**config.mk**
```make
export PLATFORM = sky130hd
export DESIGN_NAME = ouvfh_top
export DESIGN_NICKNAME = d
export VERILOG_FILES = /design/src/rtl/ouvfh_pkg.sv /design/src/rtl/ouvfh_cfg_if.sv /design/src/rtl/ouvfh_regs.sv /design/src/rtl/ouvfh_timer.sv /design/src/rtl/ouvfh_top.sv
export VERILOG_INCLUDE_DIRS = /design/src /design/src/rtl
export SDC_FILE = /design/constraint.sdc
export NUM_CORES = 1
export LEC_CHECK = 0
export ABC_AREA = 1
export BUFFER_PORTS_ARGS = -buffer_cell sky130_fd_sc_hd__buf_2
export CORE_MARGIN = 8
export CORE_UTILIZATION = 30
export DETAILED_ROUTE_END_ITERATION = 12
export GPL_ROUTABILITY_DRIVEN = 0
export PLACE_DENSITY = 0.57
export SLEW_MARGIN = 40
export SYNTH_ARGS = -nofsm -noshare
export SYNTH_HDL_FRONTEND = slang
export SYNTH_HIERARCHICAL = 1
export SYNTH_SLANG_ARGS = --single-unit
export TNS_END_PERCENT = 5
```
**constraint.sdc**
```tcl
create_clock -name clk -period 3.45 [get_ports clk]
set_input_delay 0 -clock clk [delete_from_list [all_inputs] [get_ports clk]]
set_output_delay 0 -clock clk [all_outputs]
set_load 0.005 [all_outputs]
```
**src/rtl/ouvfh_defines.svh**
```systemverilog
`ifndef OUVFH_DEFINES_SVH
`define OUVFH_DEFINES_SVH

// ****************************************************************
// Command codes of the two registers
// ****************************************************************
`define OUVFH_CMD_UV_LIMIT      8'h44
`define OUVFH_CMD_UV_REACT      8'h45

// ****************************************************************
// Reaction byte field layout
// ****************************************************************
`define OUVFH_RESP_HI           7
`define OUVFH_RESP_LO           6
`define OUVFH_RETRY_HI          5
`define OUVFH_RETRY_LO          3
`define OUVFH_DELAY_HI          2
`define OUVFH_DELAY_LO          0

// ****************************************************************
// Field codes
// ****************************************************************
`define OUVFH_RESP_IGNORE       2'h0
`define OUVFH_RESP_DELAY        2'h1
`define OUVFH_RESP_SHUTDOWN     2'h2
`define OUVFH_RESP_HOLD         2'h3
`define OUVFH_RETRY_NONE        3'h0
`define OUVFH_RETRY_CONT        3'h7

// ****************************************************************
// Reset values and widths
// ****************************************************************
`define OUVFH_LIMIT_RESET       16'h0000
`define OUVFH_REACT_RESET       8'h00
`define OUVFH_BYTE_PAD          8'h00
`define OUVFH_UNITS_ONE         8'h01
`define OUVFH_UNITS_ZERO        8'h00
`define OUVFH_ATTEMPT_ZERO      3'h0
`define OUVFH_ATTEMPT_ONE       3'h1

`endif

```
**src/rtl/ouvfh_pkg.sv**
```systemverilog
package ouvfh_pkg;

  typedef enum logic [7:0] {
    OUVFH_ST_IDLE    = 8'h01,
    OUVFH_ST_RUN     = 8'h02,
    OUVFH_ST_DELAY   = 8'h04,
    OUVFH_ST_OFF     = 8'h08,
    OUVFH_ST_KICK    = 8'h10,
    OUVFH_ST_ATTEMPT = 8'h20,
    OUVFH_ST_HOLD    = 8'h40,
    OUVFH_ST_LATCHED = 8'h80
  } ouvfh_state_t;

endpackage : ouvfh_pkg

```
**src/rtl/ouvfh_cfg_if.sv**
```systemverilog
`timescale 1ns/1ps
`default_nettype none

interface ouvfh_cfg_if;
  logic [15:0] limit;
  logic [1:0]  response;
  logic [2:0]  retries;
  logic [2:0]  delay_code;

  modport regs (output limit, output response, output retries, output delay_code);
  modport core (input limit, input response, input retries, input delay_code);
endinterface : ouvfh_cfg_if

`default_nettype wire

```
**src/rtl/ouvfh_regs.sv**
```systemverilog
`timescale 1ns/1ps
`default_nettype none
`include "ouvfh_defines.svh"

module ouvfh_regs
  import ouvfh_pkg::*;
(
  input  wire logic        clk,
  input  wire logic        arst_n,
  input  wire logic        cmd_valid,
  input  wire logic        cmd_write,
  input  wire logic [7:0]  cmd_code,
  input  wire logic [15:0] cmd_wdata,
  output var  logic        rsp_valid,
  output var  logic [15:0] rsp_rdata,
  output var  logic        rsp_unsupported,
  ouvfh_cfg_if.regs        cfg
);

  logic [15:0] limit_reg;
  logic [7:0]  react_reg;

  wire hit_limit = cmd_code == `OUVFH_CMD_UV_LIMIT;
  wire hit_react = cmd_code == `OUVFH_CMD_UV_REACT;
  wire wr_limit  = cmd_valid & cmd_write & hit_limit;
  wire wr_react  = cmd_valid & cmd_write & hit_react;
  wire [15:0] rd_mux = hit_limit ? limit_reg :
                       hit_react ? {`OUVFH_BYTE_PAD, react_reg} : `OUVFH_LIMIT_RESET;

  always_ff @(posedge clk or negedge arst_n) begin
    if (!arst_n) begin
      limit_reg       <= `OUVFH_LIMIT_RESET;
      react_reg       <= `OUVFH_REACT_RESET;
      rsp_valid       <= 1'b0;
      rsp_rdata       <= `OUVFH_LIMIT_RESET;
      rsp_unsupported <= 1'b0;
    end else begin
      if (wr_limit) limit_reg <= cmd_wdata;
      if (wr_react) react_reg <= cmd_wdata[7:0];
      rsp_valid       <= cmd_valid;
      rsp_rdata       <= (cmd_valid & ~cmd_write) ? rd_mux : `OUVFH_LIMIT_RESET;
      rsp_unsupported <= cmd_valid & ~(hit_limit | hit_react);
    end
  end

  assign cfg.limit      = limit_reg;
  assign cfg.response   = react_reg[`OUVFH_RESP_HI:`OUVFH_RESP_LO];
  assign cfg.retries    = react_reg[`OUVFH_RETRY_HI:`OUVFH_RETRY_LO];
  assign cfg.delay_code = react_reg[`OUVFH_DELAY_HI:`OUVFH_DELAY_LO];

endmodule : ouvfh_regs

`default_nettype wire

```
**src/rtl/ouvfh_timer.sv**
```systemverilog
`timescale 1ns/1ps
`default_nettype none
`include "ouvfh_defines.svh"

module ouvfh_timer
  import ouvfh_pkg::*;
(
  input  wire logic       clk,
  input  wire logic       arst_n,
  input  wire logic       start,
  input  wire logic [2:0] delay_code,
  input  wire logic       unit_tick,
  output var  logic       done
);

  logic [7:0] count_reg;

  // Units double per code step, so code 7 gives 128 units.
  wire [7:0] load_units = `OUVFH_UNITS_ONE << delay_code;
  wire       last_unit  = count_reg == `OUVFH_UNITS_ONE;

  always_ff @(posedge clk or negedge arst_n) begin
    if (!arst_n) begin
      count_reg <= `OUVFH_UNITS_ZERO;
      done      <= 1'b0;
    end else begin
      done <= ~start & unit_tick & last_unit;
      if (start) begin
        count_reg <= load_units;
      end else if (unit_tick && count_reg != `OUVFH_UNITS_ZERO) begin
        count_reg <= count_reg - `OUVFH_UNITS_ONE;
      end
    end
  end

endmodule : ouvfh_timer

`default_nettype wire

```
**src/rtl/ouvfh_top.sv**
```systemverilog
`timescale 1ns/1ps
`default_nettype none
`include "ouvfh_defines.svh"

module ouvfh_top
  import ouvfh_pkg::*;
(
  input  wire logic        clk,
  input  wire logic        arst_n,
  input  wire logic        cmd_valid,
  input  wire logic        cmd_write,
  input  wire logic [7:0]  cmd_code,
  input  wire logic [15:0] cmd_wdata,
  output var  logic        rsp_valid,
  output var  logic [15:0] rsp_rdata,
  output var  logic        rsp_unsupported,
  input  wire logic [15:0] vout_meas,
  input  wire logic        unit_tick,
  input  wire logic        output_on_cmd,
  input  wire logic        clear_faults,
  input  wire logic        status_clear,
  input  wire logic        other_fault_off,
  output var  logic        output_enable,
  output var  logic        uv_fault_status,
  output var  logic        uv_fault_active,
  output var  logic        fault_latched,
  output var  logic [2:0]  attempt_count
);

  // ****************************************************************
  // Configuration registers
  // ****************************************************************
  ouvfh_cfg_if cfg ();

  ouvfh_regs u_regs (
    .clk             (clk),
    .arst_n          (arst_n),
    .cmd_valid       (cmd_valid),
    .cmd_write       (cmd_write),
    .cmd_code        (cmd_code),
    .cmd_wdata       (cmd_wdata),
    .rsp_valid       (rsp_valid),
    .rsp_rdata       (rsp_rdata),
    .rsp_unsupported (rsp_unsupported),
    .cfg             (cfg)
  );

  // ****************************************************************
  // Delay and retry interval timer
  // ****************************************************************
  logic timer_start;
  logic timer_done;

  ouvfh_timer u_timer (
    .clk        (clk),
    .arst_n     (arst_n),
    .start      (timer_start),
    .delay_code (cfg.delay_code),
    .unit_tick  (unit_tick),
    .done       (timer_done)
  );

  // ****************************************************************
  // Fault detection and clear sources
  // ****************************************************************
  ouvfh_state_t state_reg;
  ouvfh_state_t state_next;
  logic [2:0]   attempts_reg;
  logic [2:0]   attempts_next;
  logic         on_cmd_reg;
  logic         uv_now_reg;

  wire uv_below  = vout_meas < cfg.limit;
  wire on_rise   = output_on_cmd & ~on_cmd_reg;
  wire sw_clear  = clear_faults | status_clear;
  wire any_clear = sw_clear | on_rise;

  wire resp_ignore = cfg.response == `OUVFH_RESP_IGNORE;
  wire resp_delay  = cfg.response == `OUVFH_RESP_DELAY;
  wire resp_shut   = cfg.response == `OUVFH_RESP_SHUTDOWN;
  wire resp_hold   = cfg.response == `OUVFH_RESP_HOLD;

  wire retry_none  = cfg.retries == `OUVFH_RETRY_NONE;
  wire retry_cont  = cfg.retries == `OUVFH_RETRY_CONT;
  // Counting stops at the programmed attempt number; the continuous code never ends.
  wire retry_spent = ~retry_cont & (attempts_reg >= cfg.retries);

  // The fault is acted on only while the output is being regulated.
  wire uv_event    = uv_now_reg & output_enable;

  // ****************************************************************
  // Reaction state machine
  // ****************************************************************
  always_comb begin
    state_next    = state_reg;
    attempts_next = attempts_reg;
    timer_start   = 1'b0;
    if (!output_on_cmd) begin
      // Commanding off ends any delay or retry sequence and drops the output.
      state_next    = OUVFH_ST_IDLE;
      attempts_next = `OUVFH_ATTEMPT_ZERO;
    end else if (other_fault_off) begin
      state_next = OUVFH_ST_LATCHED;
    end else begin
      case (state_reg)
        OUVFH_ST_IDLE: begin
          state_next = OUVFH_ST_RUN;
        end
        OUVFH_ST_RUN: begin
          if (uv_event) begin
            if (resp_ignore) begin
              state_next = OUVFH_ST_RUN;
            end else if (resp_delay) begin
              state_next  = OUVFH_ST_DELAY;
              timer_start = 1'b1;
            end else if (resp_shut && retry_none) begin
              state_next = OUVFH_ST_LATCHED;
            end else if (resp_shut) begin
              state_next    = OUVFH_ST_OFF;
              attempts_next = `OUVFH_ATTEMPT_ZERO;
              timer_start   = 1'b1;
            end else if (resp_hold) begin
              state_next = OUVFH_ST_HOLD;
            end else begin
              state_next = OUVFH_ST_RUN;
            end
          end
        end
        OUVFH_ST_DELAY: begin
          if (!uv_now_reg) begin
            state_next = OUVFH_ST_RUN;
          end else if (timer_done && retry_none) begin
            state_next = OUVFH_ST_LATCHED;
          end else if (timer_done) begin
            state_next    = OUVFH_ST_OFF;
            attempts_next = `OUVFH_ATTEMPT_ZERO;
            timer_start   = 1'b1;
          end
        end
        OUVFH_ST_OFF: begin
          if (timer_done) begin
            state_next    = OUVFH_ST_KICK;
            attempts_next = attempts_reg + `OUVFH_ATTEMPT_ONE;
            timer_start   = 1'b1;
          end
        end
        OUVFH_ST_KICK: begin
          state_next = OUVFH_ST_ATTEMPT;
        end
        OUVFH_ST_ATTEMPT: begin
          if (timer_done && !uv_now_reg) begin
            state_next    = OUVFH_ST_RUN;
            attempts_next = `OUVFH_ATTEMPT_ZERO;
          end else if (timer_done && retry_spent) begin
            state_next = OUVFH_ST_LATCHED;
          end else if (timer_done) begin
            // The next start falls one full interval after this one began.
            state_next    = OUVFH_ST_KICK;
            attempts_next = retry_cont ? attempts_reg : attempts_reg + `OUVFH_ATTEMPT_ONE;
            timer_start   = 1'b1;
          end
        end
        OUVFH_ST_HOLD: begin
          if (!uv_now_reg) begin
            state_next = OUVFH_ST_RUN;
          end
        end
        OUVFH_ST_LATCHED: begin
          if (any_clear) begin
            state_next    = OUVFH_ST_RUN;
            attempts_next = `OUVFH_ATTEMPT_ZERO;
          end
        end
        default: begin
          state_next    = OUVFH_ST_IDLE;
          attempts_next = `OUVFH_ATTEMPT_ZERO;
        end
      endcase
    end
  end

  // ****************************************************************
  // Output drive and status
  // ****************************************************************
  wire en_next = (state_next == OUVFH_ST_RUN) |
                 (state_next == OUVFH_ST_DELAY) |
                 (state_next == OUVFH_ST_ATTEMPT);

  // A new event in the cycle of a clear keeps the status bit set.
  wire status_next = uv_event | (uv_fault_status & ~sw_clear);

  always_ff @(posedge clk or negedge arst_n) begin
    if (!arst_n) begin
      state_reg    <= OUVFH_ST_IDLE;
      attempts_reg <= `OUVFH_ATTEMPT_ZERO;
      // Resetting to the on level stops an on command held through reset from looking like a rise.
      on_cmd_reg   <= 1'b1;
      uv_now_reg   <= 1'b0;
    end else begin
      state_reg    <= state_next;
      attempts_reg <= attempts_next;
      on_cmd_reg   <= output_on_cmd;
      uv_now_reg   <= uv_below;
    end
  end

  always_ff @(posedge clk or negedge arst_n) begin
    if (!arst_n) begin
      output_enable   <= 1'b0;
      uv_fault_status <= 1'b0;
      uv_fault_active <= 1'b0;
      fault_latched   <= 1'b0;
      attempt_count   <= `OUVFH_ATTEMPT_ZERO;
    end else begin
      output_enable   <= en_next;
      uv_fault_status <= status_next;
      uv_fault_active <= uv_below;
      fault_latched   <= state_next == OUVFH_ST_LATCHED;
      attempt_count   <= attempts_next;
    end
  end

endmodule : ouvfh_top

`default_nettype wire

```
---- Yosys cells after proc, flatten, opt, wreduce, memory -nomap -nowiden ----
Cells that the tools add are included.
operators by class
  multiplexer cells ....................... 52
  add/subtract/negate cells ............... 2
  magnitude comparators ................... 2
  equal/unequal tests ..................... 34
  shift operators ......................... 1
  reduce and logical (&&, ||, !) cells .... 12
  bitwise logic cells ..................... 23
operators with widths
  operator                                                number
  2-to-1 mux 8 bit                                        17
  one-hot mux 8 bit (8 select lines)                      1
  2-to-1 mux 3 bit                                        16
  2-to-1 mux 16 bit                                       2
  == test 8 x 7 -> 1 bit (second input constant)          3
  inequality test 3 bit (second input constant)           8
  one-hot mux 3 bit (6 select lines)                      1
  == test 8 x 1 -> 1 bit (second input constant)          2
  == test 8 x 2 -> 1 bit (second input constant)          2
  == test 8 x 3 -> 1 bit (second input constant)          2
  == test 8 x 6 -> 1 bit (second input constant)          2
  == test 8 bit (second input constant)                   2
  less-than comparator 16 bit                             1
  AND reduction 15 bit                                    1
  2-to-1 mux 7 bit                                        2
  2-to-1 mux 1 bit                                        12
  bitwise AND 1 bit                                       11
  == test 8 x 4 -> 1 bit (second input constant)          1
  == test 8 x 5 -> 1 bit (second input constant)          1
  inequality test 4 bit (second input constant)           2
  nonzero test 8 bit                                      1
  << shifter 1 x 3 -> 8 bit (first input constant)        1
  subtractor 8 x 1 -> 8 bit (second input constant)       1
  inequality test 3 x 2 -> 1 bit (second input constant)  2
  other kinds (16)                                        32
word-level totals
  word-level logic and storage cells ...... 140
  flip-flop bits (word level) ............. 67
  input bits .............................. 49
  output and inout port bits .............. 25

---- Depth between registers and ports, before layout ----
Gate-level depths: netlist of the first run.
  depth in word-level cells ............... 13
  mapped depth ............................ 16
  depth with buffers taken out ............ 15

---- Modules after synthesis ----
The synthesis of the first run kept the hierarchy.
modules (own cells, without submodules)
  module       area each (um^2)  seq. area each (um^2)  times used  cells an instance
  ouvfh_regs   1793.0            1051.0                 1           168
  ouvfh_top    1760.4            402.9                  1           261
  ouvfh_timer  681.9             225.2                  1           99

---- Least setup slack after synthesis of the first run ----
Ideal clock, no wire load.
  path kind ............................... reg-to-reg
  start point ............................. register, netlist name attempt_count[2]
  end point ............................... register u_timer.count_reg[2]
  buffers on the path ..................... 1
  slack ................................... 1349 ps
  library setup time ...................... 74 ps
  data required time ...................... 3376 ps
  clock period less this slack ............ 2101 ps
  arrival time ............................ 2027 ps
  stages on the path, launching flop included .. 13
  path through ............................ dfrtp_1 ha_1 a21oi_1 nand3_1 nand3_1 nand3_1 a31oi_1 buf_4 inv_2 or2_4 nor3_1 o21ai_0 o21ai_2
RTL lines
  item                  RTL line           RTL
  end signal, assigned  ouvfh_timer.sv:24  count_reg <= `OUVFH_UNITS_ZERO;
  end signal, assigned  ouvfh_timer.sv:29  count_reg <= load_units;
  end signal, assigned  ouvfh_timer.sv:31  count_reg <= count_reg - `OUVFH_UNITS_ONE;
  end, declared         ouvfh_timer.sv:16  logic [7:0] count_reg;

---- Final worst setup path of the first run ----
  start point ............................. register state_reg[4]
  end point ............................... register u_timer.count_reg[2]
between the ends
  word-level cells in the longest chain between the ends .. 5
  elaborated cells on any way between the ends .. 9
  classes of those cells .................. eq/ne (4); mux (4); reduce/logical (1)
ends and longest elaborated chain
  item                                                           RTL line          RTL
  start, declared                                                ouvfh_top.sv:66   ouvfh_state_t state_reg;
  start signal, assigned                                         ouvfh_top.sv:200  state_reg <= state_next;
  == test 8 x 6 -> 1 bit, or another cell as far along           ouvfh_top.sv:105  case (state_reg)
  one-hot mux 1 bit (4 select lines) *                           ouvfh_top.sv:105
  2-to-1 mux 1 bit *                                             ouvfh_top.sv:102  end else if (other_fault_off) begin
  2-to-1 mux 1 bit *                                             ouvfh_top.sv:98   if (!output_on_cmd) begin
  via timer_start                                                ouvfh_top.sv:51   logic timer_start;
  2-to-1 mux 8 bit / nonzero test 2 bit (equally long branches)  -
Mark *: on every way through the listed nets, which the timed path passes. The rest lies on a longest branch.
A chain may end at the register's enable or synchronous reset.

==> summary by stage, run 1 <==
Logic synthesis
The synthesized design contains 0 enable-type register cells. After synthesis, the netlist uses 39 different library cells. Synthesis inferred 67 register bits. The total nets after synthesis is 599. The mapped cell area is 4240 µm². After synthesis, the share of flip-flops with an asynchronous set or reset is 1.00.

For this run, the number of Yosys warnings is 6. The synthesized netlist cell count is 528. The sequential fraction of the synthesis area is 0.396.

The dominant synthesized flop cell is sky130_fd_sc_hd__dfrtp_1. The mean post-synth cell area is 8.02 µm².

Worst setup path
The cell with the largest stage delay on the worst path is sky130_fd_sc_hd__dfrtp_1. Together, buffers and inverters on the worst path number 3. The endpoint type of the worst setup path is a flip-flop. The critical path runs through a total of 13 cells. The depth of the worst register-to-register path is 13. The critical path's top delay family is simple AND/OR/NAND/NOR gates. At the worst endpoint, the required time is 3710 ps. The critical path data arrival time is 2660 ps. The signal on the critical path passes through inv_1 > nand2_1 > nor2_1 > nand3_1 > nand2_1 > nand3_1 > a31oi_1 > buf_4 > inv_2 > or2_4 > nor3_1 > o21ai_0 > o21ai_2. The largest single stage delay on the critical path is 400 ps. The endpoint identified for the worst register-to-register timing path is u_timer/count_reg[2]. Following the worst setup path forward leads to its endpoint at u_timer/count_reg[2]. The maximum fanout count along the critical path is 9.

The critical path startpoint is state_reg[4]. The startpoint identified for the worst register-to-register timing path is state_reg[4]. Setup slack on the worst reg-to-reg path comes out at 1050 ps.

The startpoint type of the worst setup path is a flip-flop. The type of the setup path with the least slack is flip-flop to flip-flop.

Die
The region available for standard cell placement spans 13800 µm². For this configuration, the core starts out at a cell density of 0.306. Row generation in the floorplan step produced 43 rows. The floorplan step set the die width to 135 µm. Measured along the y axis, the die boundary spans 135 µm. The die covers 18200 µm². The number of I/O pins is 74.

Finish
The total inserted antenna cells is 0. Registers take 1680 µm². The core utilization of the finished layout is 0.383.

From synthesis to final layout, the design area changed by 25.0%. The net total in the final layout is 698. The filler cell count in the final layout is 1403. The cell area after layout is 5300 µm². The total area of multi-input combinational cells is 2110 µm². The layout cell share with drive strength beyond 1 is 0.256.

CTS
Clock-pin slew was measured on the worst setup and hold paths at 60 ps. The root buffer selected by CTS is sky130_fd_sc_hd__clkbuf_16. The clock tree buffer depth is 2. TritonCTS built the clock tree. The later pin in the worst-skew pair is clocked with a latency of 330 ps.

Clock tree synthesis found a total of 67 sinks. In this run, CTS created clock tree buffers numbering 9. The number of hold buffers added after CTS was 23.

Post-CTS repair changed the size of 0 cells. The H-tree generated during clock tree synthesis spans 3 levels. In this run the post-CTS setup repair buffer count came out at 0.

STA
The total count of hold-check failures in the final report is 0. Setup repair after global routing left no endpoint under its margin. The count of final setup violators is 0. Based on the critical path, the design can be clocked at up to 0.417 GHz. The number of pins with negative max-slew slack in the final report is 0. Of the available clock period, the critical path in the final layout requires 0.695.

Clock skew on the completed layout was measured at 5.25 ps. Headroom to the max-slew limit came out at 0.582. At the pin with the least slew margin, the transition time is 625 ps.

The clock period minus worst slack is 2400 ps. In the final timing run, aggregate negative setup slack is 0 ps.

GRT
The via count of the first global-routing pass is 3751. For this run, the total global-route usage over all layers was measured as 0.122. The largest net degree at the start of global routing is 50. The initial antenna violation count is 0.

The total overflow reported by the global router is 0. The first-pass GRT wire length is 18000 µm.

Detailed routing
The routed length per instance is 13.2 µm. Once detail routing completed, the nets flagged for antenna violations numbered 0. The initial DRC count is 207. For this block, the via count after detailed routing is 3726. The number of iterations in the first detailed-routing pass is 4.

The via-per-instance ratio is 4.59. The DRC violations left is 0. The post-detailed-routing wire length is 10700 µm.

Placed design
In this run the cell area measured after placement is 4750 µm². Port buffering added 73 buffers. Once detailed placement completed, the half-perimeter wirelength came to 8150 µm.

Power
For this design the static power due to leakage is 2.71 nW. The worst voltage drop across the vdd grid is 259 µV. Dividing total power by cell area gives a power density of 445 nW/µm².

Flow run
The number of violations of the max-capacitance limit is 0.

Hold path
The type of the tightest min-delay check is primary input to flip-flop.

Status
The flow ran to the end, and the final reports show no timing, DRC or antenna violations.
## cell usage after synthesis, types with 9 or more instances
cell / instances / area [µm²]
sky130_fd_sc_hd__o21ai_0: 16 / 80.1
sky130_fd_sc_hd__nor2_1: 42 / 158
sky130_fd_sc_hd__o21ai_1: 9 / 45.0
sky130_fd_sc_hd__o21ai_2: 21 / 184
sky130_fd_sc_hd__inv_1: 85 / 319
sky130_fd_sc_hd__nand3_1: 53 / 265
sky130_fd_sc_hd__ha_1: 22 / 275
sky130_fd_sc_hd__nand2_1: 103 / 387
sky130_fd_sc_hd__dfrtp_1: 65 / 1630
sky130_fd_sc_hd__a21oi_1: 24 / 120
sky130_fd_sc_hd__nand2_4: 9 / 101
## cell families (layout without fill, tap and decap cells)
kind of cell | count (synthesis) | in the layout | share of synthesized area
simple gates | 253 | 253 | 0.308
buf+inv | 104 | 208 | 0.106
compound gates | 81 | 81 | 0.122
flops | 67 | 67 | 0.396
fa+ha+maj | 22 | 22 | 0.0650
xor+xnor | 1 | 1 | 0.00207
## cells in the final DEF, fill, tap and decap left out, drive strengths merged, types with 2 or more instances in the layout
cell type / count
a211oi: 2
nand2: 120
clkbuf: 10
nand3: 59
nor3: 5
o21ai: 47
clkinv: 3
dfrtp: 65
buf: 75
nor3b: 8
nand4: 3
nor2: 56
dlygate4sd3: 23
bufinv: 2
o22ai: 3
dfstp: 2
inv: 94
a21oi: 24
ha: 22
## final cells by class
class / instances / share of cell area
multi-input cells: 357 / 0.398
flip-flops and latches: 67 / 0.317
repair buffers: 98 / 0.115
inverters: 94 / 0.0671
clock buffers: 10 / 0.0432
well taps: 180 / 0.0425
clock inverters: 6 / 0.0170
## worst min-delay path by stage
stage	start	end	slack, ps	depth (start not counted)
CTS	vout_meas[15]	uv_fault_active	110	5
detailed placement	arst_n	u_regs/rsp_rdata[9]	-20	1
finish	vout_meas[15]	uv_fault_active	110	5
floorplan	arst_n	attempt_count[0]	-300	0
global route	vout_meas[15]	uv_fault_active	140	5
global placement	arst_n	u_regs/rsp_rdata[9]	-30	1
## worst min-delay path: cells and delay by family
kind / cells / cell delay [ps]
AOI/OAI and AO/OA: 3 / 180
adders and majority gates: 1 / 130
buffers and inverters: 1 / 80
## per-layer routing
layer	vias to the layer above	routed length, µm	GRT usage
met5	-	0	0
met4	0	92	0.0331
met3	4	497	0.0334
met2	91	5280	0.205
met1	1735	4870	0.150
li1	1896	-	-
## power by group
part	switching, mW	internal (mW)	total [mW]
clock network	0.360	0.634	0.995
logic	0.290	0.176	0.466
registers	0.0521	0.845	0.897
## metrics by stage
| stage | std cells | worst slack, ps | power, mW | hold slack, ps |
|---|---|---|---|---|
| 2_1_floorplan | 528 | 1350 | 1.22 | -296 |
| 3_3_place_gp | 773 | 1140 | 1.35 | -26.2 |
| 3_5_place_dp | 773 | 1090 | 1.36 | -23.1 |
| 4_1_cts | 812 | 1060 | 2.38 | 113 |
| 5_1_grt | 812 | 815 | 2.49 | 140 |
| 6_report | 812 | 1050 | 2.36 | 113 |
Power figures use the tool's default switching activity.
==> run 2, diff against run 1 <==
clock period = 2.3 ns   (was 3.45 ns; I/O delays follow)
==> run 2 against run 1 <==
Flip-flop and latch count unchanged; clock power increased by 27%; critical endpoint unchanged; sequential power increased by 51%; largest power group is now registers; worst setup slack got worse by 880 ps.
==> summary by stage, run 2 (synthesized netlist as in run 1, its figures left out) <==
STA
Unrepaired setup endpoints after global routing: yes (was no). The maximum clock frequency is 0.471 GHz (was 0.417 GHz). The total count of hold-check failures in the final report is 0 (unchanged).

The worst slack on hold paths is 84.4 ps (was 113 ps). The final clock period utilization by the worst path is 0.924 (was 0.695). The post-route clock skew came to 11.4 ps (was 5.25 ps). The clock period minus worst slack came to 2130 ps (was 2400 ps).

The actual slew at the worst max-slew pin is 665 ps (was 625 ps). The worst max-slew margin expressed relative to the limit is 0.556 (was 0.582). The number of pins with negative max-slew slack in the final report is 0 (unchanged). The setup TNS was 0 ps (unchanged).

The count of final setup violators came to 0 (unchanged).

Placed design
The placement-stage cell area is 4820 µm² (was 4750 µm²). The detailed placement HPWL is 8370 µm (was 8150 µm). The number of input and output port buffers inserted came to 73 (unchanged). The total instance count after detailed placement is 783 (was 773).

Power
The areal power density over the cells is 621 nW/µm² (was 445 nW/µm²). The leakage power is 2.75 nW (was 2.71 nW). The worst voltage drop across the vdd grid is 414 µV (was 259 µV).

Detailed routing
The total number of vias came to 3768 (was 3726). The DRC violations left is 0 (unchanged). The remaining number of nets flagged by the antenna check after routing came to 0 (unchanged). The via-per-instance ratio is 4.58 (was 4.59). The initial DRC count is 286 (was 207). The number of iterations in the first detailed-routing pass came to 4 (unchanged).

The post-detailed-routing wire length was 11000 µm (was 10700 µm). The routed length per instance was 13.3 µm (was 13.2 µm).

Flow run
The number of violations of the max-capacitance limit came to 0 (unchanged).

Finish
The most common cell after layout, fill and taps aside is sky130_fd_sc_hd__nand2_1 (unchanged). The cell area after layout is 5370 µm² (was 5300 µm²). The final standard cell count with taps included and fillers excluded came to 822 (was 812). The total inserted antenna cells came to 0 (unchanged).

The layout cell share with drive strength beyond 1 is 0.273 (was 0.256). Top library cells by usage in the layout, fill and taps aside: sky130_fd_sc_hd__nand2_1 (103), sky130_fd_sc_hd__inv_1 (85), sky130_fd_sc_hd__buf_2 (73) (unchanged). The synthesis-to-layout area growth was 26.8% (was 25.0%). The net total in the final layout is 708 (was 698).

Hold path
The type of the tightest min-delay check was primary input to flip-flop (unchanged). The start point of the worst min-delay path is vout_meas[15] (unchanged). The hold-critical path depth came to 5 (unchanged). The end point of the most critical hold path is uv_fault_active (unchanged).

Worst setup path
The maximum fanout count along the critical path is 6 (was 9). The data required time at the worst endpoint came to 2560 ps (was 3710 ps). The origin of the critical flop-to-flop path is state_reg[3] (was state_reg[4]). The type of the setup path with the least slack is flip-flop to flip-flop (unchanged).

The depth of the worst register-to-register path is 14 (was 13). The worst reg-to-reg setup slack is 170 ps (was 1050 ps). The reg-to-reg endpoint is u_timer/count_reg[2] (unchanged).

The critical path data arrival time came to 2380 ps (was 2660 ps). The startpoint type of the worst setup path is a flip-flop (unchanged). The endpoint type of the worst setup path is a flip-flop (unchanged).

Status
Status: complete, no violations (unchanged).

CTS
The clock insertion delay at the later pin of the skew report is 330 ps (about the same). The total CTS buffers is 9 (unchanged). The clock sink total was 67 (unchanged). The level count of the clock H-tree is 3 (unchanged).

The CTS tree is done (unchanged). The clock-pin slew on the worst setup and hold paths was 60 ps (about the same). The root buffer selected by CTS is sky130_fd_sc_hd__clkbuf_16 (unchanged).

The clock tree buffer depth was 2 (unchanged).

Die
The die area was 18200 µm² (unchanged). The die extent in x was 135 µm (unchanged). The starting density of the core is 0.306 (unchanged). The number of rows created at floorplan came to 43 (unchanged). The overall die height is 135 µm (unchanged). The core area is 13800 µm² (unchanged). The number of I/O pins is 74 (unchanged).

GRT
The first-pass GRT wire length is 18900 µm (was 18000 µm). The largest net degree at the start of global routing was 68 (was 50). The aggregate global-route resource usage is 0.127 (was 0.122). The via count of the first global-routing pass is 3956 (was 3751).

The total overflow reported by the global router is 0 (unchanged). The initial antenna violation count is 0 (unchanged).
==> run 2: changes by cell type in the layout (fill, tap and decap cells not counted), moves of 2 or more <==
cell	delta
sky130_fd_sc_hd__nand3_1	-2
sky130_fd_sc_hd__buf_4	+9
sky130_fd_sc_hd__bufinv_16	-2
sky130_fd_sc_hd__nand3_2	+2
==> run 2: stage by stage <==
step	power [mW]	setup WS, ps	utilization
after CTS	3.35	8.95	0.385
after detailed placement	2.05	47.0	0.349
after floorplan	1.84	199	-
after global routing	3.53	-16.7	0.388
final	3.33	175	0.388
after global placement	2.04	78.7	0.349
==> run 2: per-layer routing <==
layer	track usage	wire (µm)	up-vias
li1	-	-	1914
met1	0.153	4920	1768
met2	0.218	5450	78
met3	0.0349	455	8
met4	0.0312	150	0
met5	0	0	-
==> run 2: worst max-delay path by stage <==
stage	end	cells after the start	start
after floorplan	u_timer/count_reg[2]	12	attempt_count[2]
after global placement	u_timer/count_reg[6]	12	state_reg[1]
after detailed placement	u_timer/count_reg[2]	12	state_reg[1]
after CTS	u_timer/count_reg[2]	12	state_reg[1]
after global routing	u_timer/count_reg[5]	16	state_reg[7]
final	u_timer/count_reg[2]	14	state_reg[3]
==> run 2: power by group <==
part	internal, mW	switching [mW]	total [mW]
registers	1.27	0.0840	1.35
logic	0.272	0.448	0.720
clock network	0.757	0.503	1.26
total	2.30	1.04	3.33
==> run 2: worst max-delay path: stages (launching register included) <==
cell and delay, ps:
sky130_fd_sc_hd__dfrtp_1 420, sky130_fd_sc_hd__inv_2 90, sky130_fd_sc_hd__nand2_4 80, sky130_fd_sc_hd__nor2_4 120, sky130_fd_sc_hd__nand2_4 90, sky130_fd_sc_hd__nor2_4 120
sky130_fd_sc_hd__inv_1 90, sky130_fd_sc_hd__o21ai_2 140, sky130_fd_sc_hd__inv_1 90, sky130_fd_sc_hd__a31oi_4 190, sky130_fd_sc_hd__inv_2 50, sky130_fd_sc_hd__or2_4 240
sky130_fd_sc_hd__nor3_1 150, sky130_fd_sc_hd__o21ai_1 120, sky130_fd_sc_hd__o21ai_2 70
==> run 2: final cells by class <==
type                       count  area, µm²
tap                          180        225
clock inverter                 4       26.3
fill                        1399       8460
clock buffer                  12        246
multi-input combinational    357       2150
timing repair buffer         108        689
sequential                    67       1680
inverter                      94        355
==> run 2: what timing repair did <==
action	4_1_cts	5_1_grt
resized for setup	0	8
setup buffers	0	0
hold buffers	23	0
setup endpoints to repair	0	8
hold endpoints to repair	100	0
